===== config.mk =====
export PLATFORM = sky130hd
export DESIGN_NAME = tct_thermostat
export DESIGN_NICKNAME = d
export VERILOG_FILES = /design/src/tct_thermostat.v
export VERILOG_INCLUDE_DIRS = /design/src /design/src/src
export SDC_FILE = /design/constraint.sdc
export NUM_CORES = 1
export LEC_CHECK = 0
export BUFFER_PORTS_ARGS = -buffer_cell sky130_fd_sc_hd__buf_2
export CORE_MARGIN = 4
export CORE_UTILIZATION = 30
export CTS_CLUSTER_DIAMETER = 100
export CTS_CLUSTER_SIZE = 16
export DETAILED_ROUTE_END_ITERATION = 7
export HOLD_SLACK_MARGIN = 0.02
export SLEW_MARGIN = 10
export SYNTH_ARGS = -nofsm -noshare
export SYNTH_HDL_FRONTEND = slang
export SYNTH_SLANG_ARGS = --single-unit

===== constraint.sdc =====
create_clock -name core_clk -period 2.5 [get_ports core_clk]
set_input_delay 0.25 -clock core_clk [delete_from_list [all_inputs] [get_ports core_clk]]
set_output_delay 0.25 -clock core_clk [all_outputs]
set_load 0.02 [all_outputs]

===== src/tct_regs.vh =====
`ifndef TCT_REGS_VH
`define TCT_REGS_VH

// --------------------------------------------------------------------
// Serial framing
// --------------------------------------------------------------------
`define TCT_CMD_W        8
`define TCT_WORD_W       12
`define TCT_CMD_LAST     5'h07
`define TCT_WORD_LAST    5'h0b
`define TCT_CFG_LAST     5'h07
`define TCT_BIT_SAT      5'h1f
`define TCT_BIT_ONE      5'h01
`define TCT_BIT_ZERO     5'h00

// --------------------------------------------------------------------
// Command codes
// --------------------------------------------------------------------
`define TCT_CMD_RD_TEMP  8'haa
`define TCT_CMD_RD_UPPER 8'ha1
`define TCT_CMD_RD_LOWER 8'ha2
`define TCT_CMD_RD_CFG   8'hac
`define TCT_CMD_WR_UPPER 8'h01
`define TCT_CMD_WR_LOWER 8'h02
`define TCT_CMD_WR_CFG   8'h0c
`define TCT_CMD_START    8'h51
`define TCT_CMD_STOP     8'h22

// --------------------------------------------------------------------
// Configuration byte layout
// --------------------------------------------------------------------
`define TCT_CFG_DONE     7
`define TCT_CFG_HIGHF    6
`define TCT_CFG_LOWF     5
`define TCT_CFG_NVBUSY   4
`define TCT_CFG_RES_HI   3
`define TCT_CFG_RES_LO   2
`define TCT_CFG_STANDA   1
`define TCT_CFG_SINGLE   0

// --------------------------------------------------------------------
// Reset values
// --------------------------------------------------------------------
`define TCT_TEMP_RST     12'hc40
`define TCT_UPPER_RST    12'h0f0
`define TCT_LOWER_RST    12'h0a0
`define TCT_RES_RST      2'h3
`define TCT_STANDA_RST   1'b0
`define TCT_SINGLE_RST   1'b0

// --------------------------------------------------------------------
// Resolution codes and masks
// --------------------------------------------------------------------
`define TCT_RES_9        2'h0
`define TCT_RES_10       2'h1
`define TCT_RES_11       2'h2
`define TCT_MASK_9       12'hff8
`define TCT_MASK_10      12'hffc
`define TCT_MASK_11      12'hffe
`define TCT_MASK_12      12'hfff

// --------------------------------------------------------------------
// Timing
// --------------------------------------------------------------------
`define TCT_CNT_W        28
`define TCT_CNT_ZERO     28'h0000000
`define TCT_CNT_ONE      28'h0000001
`define TCT_CLK_MHZ      28'd200
`define TCT_TC9_US       28'd93750
`define TCT_NVWR_US      28'd4000

`endif


===== src/tct_thermostat.v =====
`timescale 1ns/100ps
`include "tct_regs.vh"

module tct_thermostat #(
    parameter [27:0] CONV9_CYCLES = `TCT_TC9_US * `TCT_CLK_MHZ,
    parameter [27:0] NVWR_CYCLES  = `TCT_NVWR_US * `TCT_CLK_MHZ
) (
    input  wire        core_clk,
    input  wire        arst_n,
    input  wire        busSelPin,
    input  wire        serClkPin,
    input  wire        dqInPin,
    input  wire [11:0] adcSample,
    output wire        dqOutPin,
    output wire        dqOe_n,
    output wire        tempHigh,
    output wire        tempLow,
    output wire        tempCom
);

    // ----------------------------------------------------------------
    // Pin synchronisers and edge detection
    // ----------------------------------------------------------------
    reg  [2:0]  selSync_q;
    reg  [2:0]  clkSync_q;
    reg  [1:0]  dqSync_q;

    always @(posedge core_clk or negedge arst_n) begin
        if (!arst_n) begin
            selSync_q <= 3'h0;
            clkSync_q <= 3'h7;
            dqSync_q  <= 2'h0;
        end else begin
            selSync_q <= {selSync_q[1:0], busSelPin};
            clkSync_q <= {clkSync_q[1:0], serClkPin};
            dqSync_q  <= {dqSync_q[0], dqInPin};
        end
    end

    wire selLevel = selSync_q[1];
    wire selRise  = selSync_q[1] & ~selSync_q[2];
    wire clkRise  = clkSync_q[1] & ~clkSync_q[2];
    wire clkFall  = ~clkSync_q[1] & clkSync_q[2];
    wire dqBit    = dqSync_q[1];

    // ----------------------------------------------------------------
    // Stored state
    // ----------------------------------------------------------------
    reg  [11:0] result_q;
    reg  [11:0] upperThr_q;
    reg  [11:0] lowerThr_q;
    reg  [1:0]  resSel_q;
    reg         standalone_q;
    reg         singleConv_q;
    reg         highSeen_q;
    reg         lowSeen_q;
    reg  [27:0] nvCnt_q;
    reg         running_q;
    reg         contin_q;
    reg         saRun_q;
    reg  [27:0] convCnt_q;
    reg         tHigh_q;
    reg         tLow_q;
    reg         tCom_q;

    wire nvBusy = (nvCnt_q != `TCT_CNT_ZERO);

    reg  [11:0] resMask;
    always @* begin
        case (resSel_q)
            `TCT_RES_9:  resMask = `TCT_MASK_9;
            `TCT_RES_10: resMask = `TCT_MASK_10;
            `TCT_RES_11: resMask = `TCT_MASK_11;
            default:     resMask = `TCT_MASK_12;
        endcase
    end

    // ----------------------------------------------------------------
    // Serial command slave
    // ----------------------------------------------------------------
    localparam [1:0] S_IDLE = 2'h0;
    localparam [1:0] S_CMD  = 2'h1;
    localparam [1:0] S_DATA = 2'h2;

    reg  [1:0]  state_q;
    reg  [4:0]  bitCnt_q;
    reg  [7:0]  cmd_q;
    reg  [11:0] rxWord_q;
    reg  [11:0] txWord_q;
    reg         dqOut_q;
    reg         dqOe_n_q;
    reg         upperWrP_q;
    reg         lowerWrP_q;
    reg         cfgWrP_q;
    reg         startP_q;
    reg         stopP_q;
    reg  [11:0] wrData_q;

    wire [7:0]  cmdNext  = {dqBit, cmd_q[7:1]};
    wire [7:0]  cfgByte  = {~running_q, highSeen_q, lowSeen_q, nvBusy,
                            resSel_q, standalone_q, singleConv_q};
    wire        isRead   = (cmd_q == `TCT_CMD_RD_TEMP) || (cmd_q == `TCT_CMD_RD_UPPER) ||
                           (cmd_q == `TCT_CMD_RD_LOWER) || (cmd_q == `TCT_CMD_RD_CFG);
    wire [11:0] rxFull   = {dqBit, rxWord_q[10:0]};

    always @(posedge core_clk or negedge arst_n) begin
        if (!arst_n) begin
            state_q    <= S_IDLE;
            bitCnt_q   <= `TCT_BIT_ZERO;
            cmd_q      <= 8'h00;
            rxWord_q   <= 12'h000;
            txWord_q   <= 12'h000;
            dqOut_q    <= 1'b0;
            dqOe_n_q   <= 1'b1;
            upperWrP_q <= 1'b0;
            lowerWrP_q <= 1'b0;
            cfgWrP_q   <= 1'b0;
            startP_q   <= 1'b0;
            stopP_q    <= 1'b0;
            wrData_q   <= 12'h000;
        end else begin
            upperWrP_q <= 1'b0;
            lowerWrP_q <= 1'b0;
            cfgWrP_q   <= 1'b0;
            startP_q   <= 1'b0;
            stopP_q    <= 1'b0;
            if (!selLevel) begin
                state_q  <= S_IDLE;
                dqOe_n_q <= 1'b1;
            end else if (selRise) begin
                state_q  <= S_CMD;
                bitCnt_q <= `TCT_BIT_ZERO;
            end else begin
                case (state_q)
                    S_CMD: begin
                        if (clkRise) begin
                            cmd_q    <= cmdNext;
                            bitCnt_q <= bitCnt_q + `TCT_BIT_ONE;
                            if (bitCnt_q == `TCT_CMD_LAST) begin
                                state_q  <= S_DATA;
                                bitCnt_q <= `TCT_BIT_ZERO;
                                startP_q <= (cmdNext == `TCT_CMD_START);
                                stopP_q  <= (cmdNext == `TCT_CMD_STOP);
                                case (cmdNext)
                                    `TCT_CMD_RD_TEMP:  txWord_q <= result_q;
                                    `TCT_CMD_RD_UPPER: txWord_q <= upperThr_q;
                                    `TCT_CMD_RD_LOWER: txWord_q <= lowerThr_q;
                                    `TCT_CMD_RD_CFG:   txWord_q <= {4'h0, cfgByte};
                                    default:           txWord_q <= 12'h000;
                                endcase
                            end
                        end
                    end
                    S_DATA: begin
                        if (clkRise) begin
                            if (bitCnt_q <= `TCT_WORD_LAST) begin
                                rxWord_q[bitCnt_q[3:0]] <= dqBit;
                            end
                            if (bitCnt_q != `TCT_BIT_SAT) begin
                                bitCnt_q <= bitCnt_q + `TCT_BIT_ONE;
                            end
                            if (bitCnt_q == `TCT_WORD_LAST) begin
                                wrData_q   <= rxFull;
                                upperWrP_q <= (cmd_q == `TCT_CMD_WR_UPPER);
                                lowerWrP_q <= (cmd_q == `TCT_CMD_WR_LOWER);
                            end
                            if (bitCnt_q == `TCT_CFG_LAST) begin
                                wrData_q <= {4'h0, dqBit, rxWord_q[6:0]};
                                cfgWrP_q <= (cmd_q == `TCT_CMD_WR_CFG);
                            end
                        end
                        if (clkFall) begin
                            dqOe_n_q <= ~(isRead && (bitCnt_q <= `TCT_WORD_LAST));
                            if (bitCnt_q <= `TCT_WORD_LAST) begin
                                dqOut_q <= txWord_q[bitCnt_q[3:0]];
                            end
                        end
                    end
                    default: state_q <= S_IDLE;
                endcase
            end
        end
    end

    // ----------------------------------------------------------------
    // Conversion sequencer, thermostat and nonvolatile settings
    // ----------------------------------------------------------------
    wire [27:0] convLen  = CONV9_CYCLES << resSel_q;
    wire [11:0] newRes   = adcSample & resMask;
    wire        geUpper  = $signed(newRes) >= $signed(upperThr_q & resMask);
    wire        leLower  = $signed(newRes) <= $signed(lowerThr_q & resMask);
    wire        convEnd  = running_q && (convCnt_q == `TCT_CNT_ZERO);
    // Stand-alone trigger only while the bus is deselected
    wire        saStart  = standalone_q & ~selLevel & clkFall;
    wire        startReq = startP_q | saStart;
    wire        wrAllow  = ~nvBusy;

    always @(posedge core_clk or negedge arst_n) begin
        if (!arst_n) begin
            result_q     <= `TCT_TEMP_RST;
            upperThr_q   <= `TCT_UPPER_RST;
            lowerThr_q   <= `TCT_LOWER_RST;
            resSel_q     <= `TCT_RES_RST;
            standalone_q <= `TCT_STANDA_RST;
            singleConv_q <= `TCT_SINGLE_RST;
            highSeen_q   <= 1'b0;
            lowSeen_q    <= 1'b0;
            nvCnt_q      <= `TCT_CNT_ZERO;
            running_q    <= 1'b0;
            contin_q     <= 1'b0;
            saRun_q      <= 1'b0;
            convCnt_q    <= `TCT_CNT_ZERO;
            tHigh_q      <= 1'b0;
            tLow_q       <= 1'b0;
            tCom_q       <= 1'b0;
        end else begin
            if (nvBusy) begin
                nvCnt_q <= nvCnt_q - `TCT_CNT_ONE;
            end
            if (upperWrP_q && wrAllow) begin
                upperThr_q <= wrData_q & resMask;
                nvCnt_q    <= NVWR_CYCLES;
            end
            if (lowerWrP_q && wrAllow) begin
                lowerThr_q <= wrData_q & resMask;
                nvCnt_q    <= NVWR_CYCLES;
            end
            if (cfgWrP_q && wrAllow) begin
                resSel_q     <= wrData_q[`TCT_CFG_RES_HI:`TCT_CFG_RES_LO];
                standalone_q <= wrData_q[`TCT_CFG_STANDA];
                singleConv_q <= wrData_q[`TCT_CFG_SINGLE];
                nvCnt_q      <= NVWR_CYCLES;
            end
            // A set in the same cycle as a clear wins
            highSeen_q <= (convEnd & geUpper) |
                          (highSeen_q & ~(cfgWrP_q & ~wrData_q[`TCT_CFG_HIGHF]));
            lowSeen_q  <= (convEnd & leLower) |
                          (lowSeen_q & ~(cfgWrP_q & ~wrData_q[`TCT_CFG_LOWF]));

            if (startReq) begin
                running_q <= 1'b1;
                contin_q  <= startP_q ? ~singleConv_q : 1'b1;
                saRun_q   <= ~startP_q;
                convCnt_q <= convLen - `TCT_CNT_ONE;
            end else if (stopP_q || (selRise && saRun_q)) begin
                running_q <= 1'b0;
                saRun_q   <= 1'b0;
            end else if (running_q) begin
                if (convEnd) begin
                    result_q <= newRes;
                    tHigh_q  <= geUpper;
                    tLow_q   <= leLower;
                    if (geUpper) begin
                        tCom_q <= 1'b1;
                    end else if (leLower) begin
                        tCom_q <= 1'b0;
                    end
                    if (contin_q) begin
                        convCnt_q <= convLen - `TCT_CNT_ONE;
                    end else begin
                        running_q <= 1'b0;
                        saRun_q   <= 1'b0;
                    end
                end else begin
                    convCnt_q <= convCnt_q - `TCT_CNT_ONE;
                end
            end
            // Releasing the convert pin lets the current conversion finish as the last
            if (saRun_q && ~selLevel && clkRise) begin
                contin_q <= 1'b0;
            end
        end
    end

    assign dqOutPin = dqOut_q;
    assign dqOe_n   = dqOe_n_q;
    assign tempHigh = tHigh_q;
    assign tempLow  = tLow_q;
    assign tempCom  = tCom_q;

endmodule // tct_thermostat


==> results_dict.tcl, run 1 <==
set metrics [dict create \
    yosys_warnings 0 \
    synth_ff_type "dfrtp_1" \
    layoutNonFillerInstCount 1383 \
    drive_above_1_share_pct 25.1 \
    synth_cell_types 66 \
    grt_overflow 0 \
    reg2reg_from "convCnt_q[20]" \
    grt_pass1_vias 7001 \
    crit_chain "or4_1 > or4_4 > nor4_4 > mux2_4 > a221oi_2 > nor2_1" \
    dp_hpwl_um 16400 \
    postSynthAreaPerCell_um2 9.96 \
    dp_cells 1343 \
    cts_tree "done" \
    critical_path_class "reg -> reg" \
    via_per_inst 5.19 \
    fp.coreArea_um2 29000 \
    cp_num_buf_inv 0 \
    multiInputGateArea_um2 4510 \
    slew_violations 0 \
    rsz0062_at_grt "true" \
    clk_pin_slew_ns 0.07 \
    nNetsFinal 1042 \
    whs_path_depth 2 \
    n_antenna_cell 0 \
    vdd_drop_max_v 0.000399 \
    wl_per_cell_um 16.5 \
    worst_setup_path_end_kind "flop" \
    cts-htree-levels 4 \
    critPathMaxStageDelay_ns 0.58 \
    cts_root_buffer "clkbuf_16" \
    reg2reg_to "convCnt_q[26]" \
    grt_max_degree 55 \
    grt_pass1_wl_um 37600 \
    antenna_found_initial 0 \
    async_flop_share_pct 100 \
    start_util_pct 30.7 \
    postRouteAntennaNets 0 \
    die-area_um2 32500 \
    cp-start-kind "flop" \
    setup_viol 0 \
    holdPathEnd "result_q[9]" \
    drtIter0Drc 619 \
    syn-instance-count 895 \
    top_layer "met4" \
    p_per_area_nw_per_um2 517 \
    setup_slack_ns 0.0516 \
    p_leak_nw 4.86 \
    crit_path_max_fanout 3 \
    cts_buffers 17 \
    power.total_mw 5.60 \
    wl_met3_um 1180 \
    rrSetupSlack_ns 0.05 \
    ys_ff_latch 169 \
    n_fill_cell 2916 \
    tightest_slew_ns 0.656 \
    worstPathArrival_ns 2.77 \
    status "finished clean" \
    slew_headroom_pct 56.1 \
    drt-pass1-iter-count 6 \
    rr_worst_depth 6 \
    ys_seq_area_share_pct 47.7 \
    critPathTopFamily "simple AND/OR/NAND/NOR gates" \
    wirelength_um 22800 \
    vias 7182 \
    rows 62 \
    routed-wl-met2_um 10000 \
    netlist_area_um2 8910 \
    finalHoldViolCount 0 \
    cp_slowest_cell "or4_1" \
    cts_sinks 169 \
    dieWidth_um 180 \
    gp_congestion 0.870 \
    grt_usage_pct 14.0 \
    regArea_um2 4250 \
    synth_nets 951 \
    maxCapViolCount 0 \
    die_h_um 180 \
    pin_count 22 \
    required_ns 2.82 \
    synth_edf_count 0 \
    insertion_delay_ns 0.43 \
    io_buffers 21 \
    hp-class "in -> reg" \
    clk_path_buf_depth 2 \
    wirelength_met1_um 11300 \
    syn2layout_area_growth_pct 21.5 \
    finalCriticalPeriod_ns 2.45 \
    min_from "adcSample[9]" \
    fmax_ghz 0.408 \
    remaining_drc_errors 0 \
    pre_cts_ws_ns -0.0719 \
    fin_crit_sh_pct 97.9 \
    skew_ns 0.0112 \
]
-- where the power goes --
| group | total, mW | internal, mW | leakage (nW) | switching [mW] |
|---|---|---|---|---|
| clock | 2.63 | 1.48 | 0.283 | 1.14 |
| sequential | 2.78 | 2.76 | 2.25 | 0.0205 |
| combinational | 0.192 | 0.0694 | 2.33 | 0.123 |
| total | 5.60 | 4.32 | 4.86 | 1.29 |
-- synthesized netlist by cell type (all sizes together), types with 4 or more instances --
cell type	number	area share, %
ha	39	5.5
nand4	11	0.77
a21oi	33	1.9
xnor2	7	0.69
o22a	5	0.49
buf	9	0.56
clkbuf	29	1.2
dfstp	15	4.4
mux2i	9	1.0
o211ai	5	0.42
nor2	58	2.4
a21o	5	0.42
nand3	24	1.3
or2	7	0.49
nor3	46	2.6
nor3b	8	0.67
xor2	8	0.79
and2	7	0.49
or4	6	0.55
a22oi	6	0.51
a22o	5	0.49
o22ai	4	0.28
or3	9	0.63
a21boi	7	0.59
nand2	92	4.1
nor4	20	1.6
nor4b	4	0.39
inv	44	1.9
a211oi	7	0.59
nor2b	9	0.63
dfrtp	154	43
mux2	57	7.2
o21ai	79	4.4
and3	5	0.35
nand2b	12	0.84
a222oi	12	1.3
-- how the worst max path moves through the flow --
stage,slack [ns],depth (start not counted),endpoint,from
3_5_place_dp,-0.07,9,tempCom,resSel_q[1]
3_3_place_gp,-0.05,9,tempHigh,resSel_q[1]
6_report,0.05,6,convCnt_q[26],convCnt_q[20]
4_1_cts,0.0007,9,convCnt_q[18],convCnt_q[1]
2_1_floorplan,-0.01,7,lowerThr_q[3],nvCnt_q[8]
5_1_grt,-0.03,6,lowerThr_q[3],nvCnt_q[13]
-- cell type report --
type | instances | share of cell area, %
Multi-Input combinational cell | 644 | 41.7
Sequential cell | 169 | 39.2
Timing Repair Buffer | 110 | 7.79
Tap cell | 384 | 4.44
Clock buffer | 19 | 4.00
Inverter | 44 | 1.53
Clock inverter | 13 | 1.35
-- state kept, by name (all words and copies together) (netlist names), 3 cells and up --
| register | cells |
|---|---|
| convCnt_q | 28 |
| nvCnt_q | 28 |
| lowerThr_q | 12 |
| result_q | 12 |
| txWord_q | 12 |
| upperThr_q | 12 |
| wrData_q | 12 |
| rxWord_q | 11 |
| cmd_q | 8 |
| bitCnt_q | 5 |
| clkSync_q | 3 |
| selSync_q | 3 |
-- repair_timing --
action	4_1_cts	5_1_grt
hold buffers	4	0
setup endpoints to repair	7	44
buffers inserted	0	4
endpoints found under the hold margin	50	0
pin swaps	0	6
gates resized for setup	4	21
-- routing by layer --
| layer | up-vias | track usage [%] |
|---|---|---|
| met5 | - | 0 |
| met4 | 0 | 4.33 |
| met3 | 27 | 2.77 |
| met2 | 184 | 20.8 |
| met1 | 3530 | 20.7 |
| li1 | 3441 | - |
-- cell families after synthesis --
kind of cell             count (synthesis)  share of synthesized area (%)
AND/OR/NAND/NOR                        328                           18.9
AO/OA/AOI/OAI                          193                           13.8
buffers and inverters                   82                           3.64
XOR/XNOR                                15                           1.47
flip-flops                             169                           47.7
multiplexers                            69                           8.97
adder cells (fa/ha/maj)                 39                           5.48
-- stage by stage --
step / area, µm² / setup TNS, ns / utilization [%] / hold slack [ns]
final: 10800 / 0 / 37.3 / 0.103
after global routing: 10800 / -0.185 / 37.3 / 0.0991
after CTS: 10700 / 0 / 36.9 / 0.0818
after detailed placement: 10100 / -0.143 / 34.7 / 0.261
after global placement: 10100 / -0.101 / 34.7 / 0.263
after floorplan: 8990 / -0.0128 / - / -0.0456
-- cells in the final DEF (no fill, tap or decap), types with 6 or more instances in the layout --
cell type / n
a211oi_1: 6
mux2_2: 55
or3_1: 8
nor3_1: 44
a222oi_1: 12
a21boi_0: 7
nor3b_1: 7
o21ai_0: 70
xnor2_1: 7
nand4_1: 11
clkbuf_16: 17
buf_4: 80
ha_1: 35
nand2_1: 89
o21ai_1: 9
nand2b_1: 12
inv_1: 42
nor2b_1: 9
a22oi_1: 6
buf_2: 20
mux2i_1: 9
nor4_1: 13
dfstp_2: 15
dfrtp_1: 154
nor2_1: 57
or2_2: 6
xor2_1: 8
a21oi_1: 32
and2_1: 7
nand3_1: 23
-- worst register-to-register path: stages (launching register included) --
cell and delay, ns:
dfrtp_1 0.39, or4_1 0.58, or4_4 0.48, nor4_4 0.29, mux2_4 0.33, a221oi_2 0.21
nor2_1 0.06
(Power assumes the default switching activity.)
==> inputs of run 2 (changes only) <==
clock period = 2.3 ns   (was 2.5 ns; I/O delays follow)
==> results_dict.tcl, run 2 (synthesized netlist as in run 1, its figures left out) <==
set metrics [dict create \
    status "finished with violations" \
    violations "setup timing" \
    fmax_ghz 0.409 \
    top_usage_layer "met1" \
    clk_path_buf_depth 2 \
    cts_buffers 17 \
    dpl_cell_area_um2 10400 \
    utilization_pct 41.2 \
    cts_tree "done" \
    rsz0062_at_grt "true" \
    syn2layout_area_growth_pct 34.2 \
    p_per_area_nw_per_um2 510 \
    setup_slack_ns -0.145 \
    final_common_cell "dfrtp_1" \
    worstPathArrival_ns 2.74 \
    finalHoldViolCount 0 \
    wl_per_cell_um 17.2 \
    critical_path_class "reg -> reg" \
    die_h_um 180 \
    nNetsFinal 1103 \
    fin_area_um2 12000 \
    cts_root_buffer "clkbuf_16" \
    hp-class "in -> reg" \
    crit_path_max_fanout 4 \
    dieWidth_um 180 \
    die-area_um2 32500 \
    required_ns 2.59 \
    fp.coreArea_um2 29000 \
    start_util_pct 30.7 \
    pin_count 22 \
    p_leak_nw 5.32 \
    clk_pin_slew_ns 0.07 \
    grt_max_degree 66 \
    grt.met3_usage_pct 2.62 \
    rows 62 \
    cp-start-kind "flop" \
    slew_headroom_pct 43.4 \
    use_met1_pct 22.2 \
    drtIter0Drc 669 \
    cts-htree-levels 4 \
    grt_pass1_wl_um 39100 \
    grt_pass1_vias 7185 \
    grt_usage_pct 14.7 \
    maxCapViolCount 0 \
    top_regs "convCnt_q: 28 flops, nvCnt_q: 28 flops" \
    vias 7609 \
    cts_sinks 169 \
    setup_viol 42 \
    wirelength_um 24800 \
    via_per_inst 5.27 \
    final_cell_mix "dfrtp_1, buf_4, nand2_1" \
    io_buffers 21 \
    tightest_slew_ns 0.848 \
    n_antenna_cell 0 \
    dp_hpwl_um 16900 \
    vdd_drop_max_v 0.000463 \
    drive_above_1_share_pct 36.7 \
    drt-pass1-iter-count 5 \
    gr-usage-met2_pct 21.9 \
    gp_congestion 0.922 \
    remaining_drc_errors 0 \
    skew_ns 0.0109 \
    worst_setup_path_end_kind "flop" \
    grt_overflow 0 \
    antenna_found_initial 0 \
    fin_crit_sh_pct 106 \
    finalCriticalPeriod_ns 2.45 \
    insertion_delay_ns 0.43 \
    postRouteAntennaNets 0 \
    slew_violations 0 \
]
[run 2: cell count changes in the layout (fill, tap and decap cells not counted), sizes merged]
cell,change
clkinvlp,+3
clkbuf,-1
nand3,+2
buf,+58
clkinv,-4
nand2,+1
inv,+3
bufinv,-1
[run 2: final timing paths]
| kind | start | to | slack (ns) | depth (start not counted) |
|---|---|---|---|---|
| max reg2reg | convCnt_q[19] | convCnt_q[21] | -0.15 | 7 |
| max | convCnt_q[19] | convCnt_q[21] | -0.15 | 7 |
| min in group asynchronous | arst_n | dqSync_q[0] | 0.37 | 2 |
| min reg2reg | dqSync_q[0] | dqSync_q[1] | 0.35 | 0 |
| min | adcSample[8] | result_q[8] | 0.08 | 2 |
| max in group asynchronous | arst_n | result_q[6] | 1.19 | 3 |
[run 2: critical path, stage by stage, from the launching register on]
cell and delay (ns):
dfrtp_1 0.38, or4_4 0.55, or4_4 0.47, buf_6 0.14, nor4_4 0.31, a31oi_2 0.19
o211ai_1 0.13, o221ai_1 0.14
[run 2: final cells by class]
class	count	area [µm²]
fillers	2776	17100
multi-input cells	647	5040
flip-flops and latches	169	4250
repair buffers	168	1450
well taps	384	480
clock buffers	18	439
inverters	44	170
clock inverters	14	140
[run 2: what timing repair did]
action | CTS | global route
hold buffers | 4 | 0
endpoints found under the hold margin | 58 | 0
buffers inserted | 12 | 19
endpoints found under the setup margin | 59 | 96
cloned | 4 | 2
gates resized for setup | 53 | 129
pin swaps | 16 | 38
[run 2: per-layer routing]
metal	vias up	share of wire (%)
met1	3754	48
met5	-	0
li1	3575	-
met2	237	45
met3	43	5.5
met4	0	1.7
[run 2: through the flow]
step / TNS (ns) / total power [mW] / worst slack [ns] / hold slack [ns] / std cells
final: -2.39 / 6.10 / -0.145 / 0.0786 / 1444
after global routing: -9.05 / 6.32 / -0.243 / 0.0711 / 1444
after CTS: -1.49 / 6.16 / -0.118 / 0.0601 / 1425
after detailed placement: -2.24 / 3.30 / -0.210 / 0.284 / 1373
after global placement: -1.28 / 3.29 / -0.159 / 0.282 / 1373
after floorplan: -4.68 / 3.16 / -0.212 / -0.0656 / 895
[run 2: power breakdown]
part	switching (mW)	internal, mW	leakage (nW)
combinational	0.139	0.0796	2.79
clock	1.31	1.55	0.273
sequential	0.0229	3.00	2.25
total	1.47	4.63	5.32
